## src/hdl/txwm_pkg.sv

```systemverilog
// Package for the transmit flow watermark and buffer control registers.
// Assumes a single 10 MHz clock domain and an Avalon-MM register bus.
package txwm_pkg;

	// Byte offset of the register block in implementation space.
	localparam logic [23:0] TXWM_SPACE_BASE   = 24'h010000;
	// Byte offsets of the two registers within the block.
	localparam logic [7:0]  TXWM_OFS_WMARK    = 8'h00;
	localparam logic [7:0]  TXWM_OFS_BUFCTL   = 8'h04;
	// Bus address width in bits; the block decodes all of them.
	localparam int          TXWM_ADDR_W       = 24;

	// Watermark field positions.
	localparam int          TXWM_WM2_LSB      = 16;
	localparam int          TXWM_WM1_LSB      = 8;
	localparam int          TXWM_WM0_LSB      = 0;
	localparam int          TXWM_WM_W         = 6;

	// Buffer control field positions.
	localparam int          TXWM_RXONLY_BIT   = 31;
	localparam int          TXWM_UNICLK_BIT   = 30;
	localparam int          TXWM_TXFC_BIT     = 29;
	localparam int          TXWM_REORD_BIT    = 28;
	localparam int          TXWM_TXSIZE_LSB   = 16;
	localparam int          TXWM_TXSIZE_W     = 11;
	localparam int          TXWM_FORCE_BIT    = 15;
	localparam int          TXWM_RXSIZE_LSB   = 0;
	localparam int          TXWM_RXSIZE_W     = 8;

	// Default watermarks: the conservative safe choice.
	localparam logic [5:0]  TXWM_WM0_RST      = 6'h03;
	localparam logic [5:0]  TXWM_WM1_RST      = 6'h02;
	localparam logic [5:0]  TXWM_WM2_RST      = 6'h01;
	// Reset value of the force bit, and default build options.
	localparam logic        TXWM_FORCE_RST    = 1'h0;
	localparam logic [10:0] TXWM_TXSIZE_DEF   = 11'h020;
	localparam logic [7:0]  TXWM_RXSIZE_DEF   = 8'h20;
	// Value returned on unmapped reads.
	localparam logic [31:0] TXWM_UNMAPPED     = 32'h00000000;

	// Packet priorities that may be offered for sending.
	typedef enum logic [1:0] {
		TXWM_PRIO0,
		TXWM_PRIO1,
		TXWM_PRIO2,
		TXWM_PRIO3
	} txwm_prio_t;

	// The three watermarks as one carrier.
	typedef struct packed {
		logic [5:0] wm2;
		logic [5:0] wm1;
		logic [5:0] wm0;
	} txwm_marks_t;

	// Avalon-MM request from the master.
	typedef struct packed {
		logic [23:0] address;
		logic        read;
		logic        write;
		logic [3:0]  byteenable;
		logic [31:0] writedata;
	} txwm_avm_req_t;

	// Request to send one packet, and the partner's free space.
	typedef struct packed {
		logic       valid;
		txwm_prio_t prio;
		logic [5:0] free_space;
	} txwm_send_req_t;

	// Bus states of the register slave.
	typedef enum logic [1:0] {
		TXWM_IDLE,
		TXWM_ANSWER,
		TXWM_DONE
	} txwm_bus_st_t;

endpackage : txwm_pkg
```

## src/hdl/txwm_csr.sv

```systemverilog
// Transmit flow watermark and buffer control registers with send gate.
// Assumes one clock, an Avalon-MM master and synchronous inputs.
//
// Decided for this implementation: the Avalon-MM interface to the registers.
`timescale 1ns/1ps
`default_nettype none
module txwm_csr
	import txwm_pkg::*;
#(
	parameter logic        RX_ONLY   = 1'h0,            // Receiver-only build.
	parameter logic        UNI_CLK   = 1'h0,            // Single clock build.
	parameter logic        REORDER   = 1'h0,            // Reordering allowed.
	parameter logic [10:0] TX_SIZE   = TXWM_TXSIZE_DEF, // Transmit depth.
	parameter logic [7:0]  RX_SIZE   = TXWM_RXSIZE_DEF  // Receive depth.
)
(
	input  wire logic           clk,             // System clock.
	input  wire logic           rstn,            // Synchronous reset, low.
	input  wire txwm_avm_req_t  avs_req,         // Avalon-MM request.
	output var  logic [31:0]    avs_readdata,    // Read data.
	output var  logic           avs_waitrequest, // Stall until answered.
	output var  logic [1:0]     avs_response,    // 00 okay, 11 decode error.
	input  wire txwm_send_req_t send_req,        // Packet offered to send.
	output var  logic           send_allow,      // Packet may go now.
	output var  logic           tx_fc_active,    // Transmitter flow control.
	output var  txwm_marks_t    marks_out        // Watermarks to the buffer.
);

	// Whole state of the register block in one struct.
	typedef struct packed {
		txwm_bus_st_t bus;     // Bus handshake state.
		txwm_marks_t  marks;   // Stored watermarks.
		logic         force_rx;// Force receiver flow control.
		logic         tx_fc;   // Transmitter flow control in effect.
		logic [31:0]  rdata;   // Read data held for the master.
		logic         wait_n;  // Inverted waitrequest.
		logic [1:0]   resp;    // Response code.
	} txwm_st_t;

	txwm_st_t    st;        // Registered state.
	txwm_st_t    next_st;   // Next state.
	txwm_marks_t mrg_marks; // Watermarks after a write merge.
	logic        mrg_force; // Force bit after a write merge.
	logic        gate_allow;// Allowance from the gate.

	// True when the address hits the block at the given offset.
	function automatic logic hit(logic [23:0] a, logic [7:0] ofs);
		hit = (a == (TXWM_SPACE_BASE | 24'(ofs)));
	endfunction

	// Read image of the watermark register; reserved bits read zero.
	function automatic logic [31:0] wm_image(txwm_marks_t m);
		logic [31:0] v;
		v = '0;
		v[TXWM_WM2_LSB +: TXWM_WM_W] = m.wm2;
		v[TXWM_WM1_LSB +: TXWM_WM_W] = m.wm1;
		v[TXWM_WM0_LSB +: TXWM_WM_W] = m.wm0;
		return v;
	endfunction

	// Read image of the buffer control register.
	function automatic logic [31:0] bc_image(logic fc, logic frc);
		logic [31:0] v;
		v = '0;
		v[TXWM_RXONLY_BIT] = RX_ONLY;
		v[TXWM_UNICLK_BIT] = UNI_CLK;
		v[TXWM_TXFC_BIT]   = fc;
		v[TXWM_REORD_BIT]  = REORDER;
		v[TXWM_TXSIZE_LSB +: TXWM_TXSIZE_W] = TX_SIZE;
		v[TXWM_FORCE_BIT]  = frc;
		v[TXWM_RXSIZE_LSB +: TXWM_RXSIZE_W] = RX_SIZE;
		return v;
	endfunction

	// Byte-lane merge of write data into the writable fields.
	txwm_fields u_fields (
		.wdata     (avs_req.writedata),
		.be        (avs_req.byteenable),
		.old_marks (st.marks),
		.old_force (st.force_rx),
		.new_marks (mrg_marks),
		.new_force (mrg_force)
	);

	// Per-priority send gate.
	txwm_gate u_gate (
		.clk   (clk),
		.rstn  (rstn),
		.req   (send_req),
		.marks (st.marks),
		.tx_fc (st.tx_fc),
		.allow (gate_allow)
	);

	// Bus slave: every request is answered two edges after it is seen.
	// The answer waits a cycle so read data and waitrequest stay
	// registered, which trades one cycle of latency for clean timing.
	always_comb begin
		next_st = st;
		case (st.bus)
			TXWM_IDLE: begin
				next_st.wait_n = 1'b0;
				if (avs_req.read || avs_req.write) begin
					next_st.bus = TXWM_ANSWER;
				end
			end
			TXWM_ANSWER: begin
				// Decode, apply the write and load the read image.
				next_st.wait_n = 1'b1;
				next_st.bus    = TXWM_DONE;
				next_st.resp   = 2'h0;
				next_st.rdata  = TXWM_UNMAPPED;
				if (hit(avs_req.address, TXWM_OFS_WMARK)) begin
					if (avs_req.write) begin
						next_st.marks = mrg_marks;
					end else begin
						next_st.rdata = wm_image(st.marks);
					end
				end else if (hit(avs_req.address, TXWM_OFS_BUFCTL)) begin
					if (avs_req.write && !RX_ONLY) begin
						next_st.force_rx = mrg_force;
					end else if (avs_req.read) begin
						next_st.rdata = bc_image(st.tx_fc, st.force_rx);
					end
					// A receiver-only build drops the write entirely.
				end else begin
					// Unmapped addresses complete with a decode error.
					next_st.resp = 2'h3;
				end
			end
			TXWM_DONE: begin
				// Master samples the answer here and drops its request.
				next_st.wait_n = 1'b0;
				next_st.bus    = TXWM_IDLE;
			end
			default: begin
				next_st.bus    = TXWM_IDLE;
				next_st.wait_n = 1'b0;
			end
		endcase
		// Flow control mode follows the build and the force bit.
		next_st.tx_fc = !RX_ONLY && !next_st.force_rx;
	end

	// Register the whole state; reset loads the safe watermarks.
	always_ff @(posedge clk) begin
		if (!rstn) begin
			st.bus      <= TXWM_IDLE;
			st.marks    <= '{wm2: TXWM_WM2_RST, wm1: TXWM_WM1_RST,
			                 wm0: TXWM_WM0_RST};
			st.force_rx <= TXWM_FORCE_RST;
			st.tx_fc    <= 1'b0;
			st.rdata    <= '0;
			st.wait_n   <= 1'b0;
			st.resp     <= 2'h0;
		end else begin
			st <= next_st;
		end
	end

	// Outputs come straight from flip-flops.
	assign avs_readdata    = st.rdata;
	assign avs_waitrequest = !st.wait_n;
	assign avs_response    = st.resp;
	assign send_allow      = gate_allow;
	assign tx_fc_active    = st.tx_fc;
	assign marks_out       = st.marks;

endmodule // txwm_csr
`default_nettype wire

```

## src/hdl/txwm_fields.sv

```systemverilog
// Write merge for the writable fields of both registers.
// Pure combinational helper; byte enables come from the bus master.
`timescale 1ns/1ps
`default_nettype none
module txwm_fields
	import txwm_pkg::*;
(
	input  wire logic [31:0] wdata,     // Write data.
	input  wire logic [3:0]  be,        // Byte enables.
	input  wire txwm_marks_t old_marks, // Present watermarks.
	input  wire logic        old_force, // Present force bit.
	output var  txwm_marks_t new_marks, // Merged watermarks.
	output var  logic        new_force  // Merged force bit.
);

	// Only the watermark bits and the force bit are stored; reserved bits are dropped.
	always_comb begin
		new_marks = old_marks;
		new_force = old_force;
		if (be[2]) begin
			new_marks.wm2 = wdata[TXWM_WM2_LSB +: TXWM_WM_W];
		end
		if (be[1]) begin
			new_marks.wm1 = wdata[TXWM_WM1_LSB +: TXWM_WM_W];
			new_force     = wdata[TXWM_FORCE_BIT];
		end
		if (be[0]) begin
			new_marks.wm0 = wdata[TXWM_WM0_LSB +: TXWM_WM_W];
		end
	end

endmodule // txwm_fields
`default_nettype wire

```

## src/hdl/txwm_gate.sv

```systemverilog
// Priority send gate: compares partner free space with watermarks.
// Assumes the request fields are synchronous to clk.
`timescale 1ns/1ps
`default_nettype none
module txwm_gate
	import txwm_pkg::*;
(
	input  wire logic           clk,      // System clock.
	input  wire logic           rstn,     // Synchronous reset, low.
	input  wire txwm_send_req_t req,      // Offered packet.
	input  wire txwm_marks_t    marks,    // Current watermarks.
	input  wire logic           tx_fc,    // Transmitter flow control on.
	output var  logic           allow     // Registered send allowance.
);

	// Threshold chosen for the offered priority.
	function automatic logic [5:0] pick_mark(txwm_prio_t p, txwm_marks_t m);
		case (p)
			TXWM_PRIO0: pick_mark = m.wm0;
			TXWM_PRIO1: pick_mark = m.wm1;
			TXWM_PRIO2: pick_mark = m.wm2;
			default:    pick_mark = m.wm2; // Highest class, lowest mark.
		endcase
	endfunction

	// State held by this module.
	typedef struct packed {
		logic allow;
	} txwm_gate_st_t;

	txwm_gate_st_t st;       // Registered state.
	txwm_gate_st_t next_st;  // Next state.

	// Under receiver flow control the partner retries, so no gating.
	always_comb begin
		next_st = st;
		if (!req.valid) begin
			next_st.allow = 1'b0;
		end else if (tx_fc) begin
			next_st.allow = (req.free_space >= pick_mark(req.prio, marks));
		end else begin
			next_st.allow = 1'b1;
		end
	end

	// Register the allowance.
	always_ff @(posedge clk) begin
		if (!rstn) begin
			st <= '0;
		end else begin
			st <= next_st;
		end
	end

	assign allow = st.allow;

endmodule // txwm_gate
`default_nettype wire

```

## config.mk

```make
export PLATFORM = sky130hd
export DESIGN_NAME = txwm_csr
export DESIGN_NICKNAME = d
export VERILOG_FILES = /design/src/hdl/txwm_pkg.sv /design/src/hdl/txwm_csr.sv /design/src/hdl/txwm_fields.sv /design/src/hdl/txwm_gate.sv
export SDC_FILE = /design/constraint.sdc
export NUM_CORES = 1
export LEC_CHECK = 0
export CORE_MARGIN = 2
export CORE_UTILIZATION = 45
export CTS_CLUSTER_DIAMETER = 60
export DETAILED_ROUTE_END_ITERATION = 6
export DONT_BUFFER_PORTS = 1
export GPL_TIMING_DRIVEN = 0
export HOLD_SLACK_MARGIN = 0.12
export SLEW_MARGIN = 10
export SYNTH_ARGS = -nofsm -noshare
export SYNTH_HDL_FRONTEND = slang
export SYNTH_SLANG_ARGS = --single-unit
export TNS_END_PERCENT = 30
```

## constraint.sdc

```tcl
create_clock -name clk -period 3 [get_ports clk]
set_input_delay 0.6 -clock clk [delete_from_list [all_inputs] [get_ports clk]]
set_output_delay 0.6 -clock clk [all_outputs]
set_load 0.01 [all_outputs]
```

==> run summary <==
HPWL Detailed -> 4240 µm
CTS resizes -> 0
Synth Area per Inst -> 9.04 µm²
Mapped Cells -> 263
Root Driver -> clkbuf_8
CTS tree -> done
Slew Viols, Final -> 0
Die Y -> 76.7 µm
Highest Signal Layer -> met4
Post-CTS Setup Bufs -> 0
vias in the first global route -> 1673
Final Hold Fails -> 0
RSZ-0062 raised after global routing -> false
initial drt markers -> 68
first-pass GRT wire length -> 8330 µm
layout cells sized above 1 -> 0.246
PD cells -> 436 nW/µm²
fin cells -> 351
die area -> 5880 µm²
grt total ovfl -> 0
drt pass-1 iters -> 4
synthesis-stage register bit count -> 45
clock skew -> 0.00646 ns
initial core utilization -> 0.465
GRT Total Usage -> 0.180
status -> finished, final reports clean
CTS Hold Buffers Added -> 0
CP arrival -> 2.46 ns
H-Tree Depth -> 2
ANT cells -> 0
WL/cell -> 15.0 µm
Placer Congestion -> 0.801
initial antenna violation count -> 0
Pleak -> 1.14 nW
num rows -> 26
chip width -> 76.7 µm
Setup TNS -> 0 ns
Syn Std Cell Area -> 2380 µm²
met3 WL -> 352 µm
Least-Margin Pin Slew -> 0.862 ns
largest net degree at the start of global routing -> 14
DR vias -> 1789
crit end category -> flip-flop
DR WL met2 -> 2560 µm
kind of critical path -> in2reg
cts bufs inserted -> 5
YS warnings -> 0
clk slew on worst S/H paths -> 0.08 ns
type of origin of the critical path -> input pin
main flop type after synthesis -> dfxtp_1
ys async rst share -> 0
fin crit share -> 0.739
Req. time, crit path -> 3.24 ns
Peak Freq -> 451 MHz
I/O Buffers -> 0
vias per inst -> 5.10
io pins -> 128
EDFF count, synth -> 0
DRT met1 WL -> 2270 µm
post-route minimum period -> 2.22 ns
Area Growth Syn to Fin -> 9.79%
IR drop worst, VDD -> 0.182 mV
DRC -> 0
clk sinks -> 45
Min-Delay Path Class -> in2reg
# placed instances -> 344
Core Area -> 5110 µm²
Final ANT Viol Nets -> 0
sequential fraction of the synthesis area -> 0.379
clock buffer depth -> 2
Cell variety after synth -> 38
Max FO, Critical Path -> 10
Slew headroom -> 0.420
fin nets -> 360
Worst-Skew Late Latency -> 0.30 ns
final setup fails -> 0
drt total wl -> 5280 µm
MaxCap Viol Count -> 0
==> worst max-delay path: stages <==
cell and delay [ns]:
or4_4 0.54, or2_1 0.25, buf_6 0.14, nor4_4 0.45, buf_2 0.32, a22o_1 0.16
==> path summary, 6_finish.rpt <==
check                                   endpoint  slack (ns)  cells after the start            start
worst max-delay path            avs_readdata[20]        0.78                      6      avs_req[47]
worst min-delay path               marks_out[15]        0.43                      2      avs_req[19]
worst max register to register  avs_readdata[20]        1.11                      5           st[55]
worst min register to register   avs_readdata[5]        0.47                      2  avs_readdata[5]
==> cell type report <==
cell class                 count  area (µm²)
buffer                        65         455
tap                           70        87.6
multi-input combinational    159        1040
fill                         523        2500
clock inverter                 2        35.0
inverter                       5        18.8
sequential                    45         901
clock buffer                   5        68.8
==> cell usage after synthesis, types with 3 or more instances <==
library cell / n / area [µm²]
o21ai_0: 11 / 55.1
nand2_1: 25 / 93.8
and2_1: 3 / 18.8
nor3_1: 3 / 15.0
dfxtp_1: 45 / 901
inv_1: 5 / 18.8
buf_4: 52 / 390
ha_1: 6 / 75.1
mux2i_1: 18 / 180
clkbuf_1: 8 / 30.0
a22o_1: 16 / 140
or4_4: 3 / 33.8
nand3b_1: 3 / 22.5
a21oi_1: 15 / 75.1
nand3_1: 5 / 25.0
nor4_1: 5 / 31.3
nor2_1: 13 / 48.8
==> sequential cells by signal (all words and copies together) (netlist names) <==
| register | count |
|---|---|
| st | 4 |
| marks_out | 18 |
| u_gate.allow | 1 |
| avs_response | 1 |
| avs_readdata | 20 |
| tx_fc_active | 1 |
==> cells by family (layout without fill, tap and decap cells) <==
family,count (synthesis),count (layout),synth area share
simple gates,76,76,0.181
buf+inv,70,77,0.199
compound gates,47,47,0.132
flops,45,45,0.379
mux,18,18,0.0758
fa+ha+maj,6,6,0.0316
other cells,1,12,0.00158
==> stage by stage <==
step / hold slack [ns] / setup slack (ns) / total power, mW / cell area [µm²] / util
after floorplan: 0.426 / 0.628 / 0.690 / 2420 / -
after global routing: 0.427 / 0.656 / 1.18 / 2610 / 0.511
after global placement: 0.450 / 0.493 / 0.705 / 2510 / 0.491
after detailed placement: 0.457 / 0.482 / 0.706 / 2510 / 0.491
after CTS: 0.427 / 0.794 / 1.14 / 2610 / 0.511
final: 0.433 / 0.784 / 1.14 / 2610 / 0.511
==> cell usage in the layout (no fill, tap or decap), types with 3 or more instances in the layout <==
cell and count:
buf_4 52, dfxtp_1 45, nand2_1 25, mux2i_1 18, a22o_1 16, a21oi_1 15
nor2_1 13, conb_1 12, o21ai_0 11, clkbuf_1 8, ha_1 6, inv_1 5
nor4_1 5, nand3_1 5, clkbuf_8 5, or4_4 3, nand3b_1 3, nor3_1 3
and2_1 3
==> layer usage <==
layer / up-vias / global-route usage
li1: 892 / -
met5: - / 0
met1: 819 / 0.219
met2: 69 / 0.306
met3: 9 / 0.0459
met4: 0 / 0.0673
==> where the power goes <==
| part | internal, mW | leakage (nW) | switching [mW] | total [mW] |
|---|---|---|---|---|
| Combinational | 0.0346 | 0.726 | 0.0490 | 0.0836 |
| Clock | 0.242 | 0.0540 | 0.205 | 0.447 |
| Sequential | 0.602 | 0.364 | 0.00485 | 0.607 |
| Total | 0.879 | 1.14 | 0.259 | 1.14 |
Note: power is estimated with default switching activity, not from simulation.
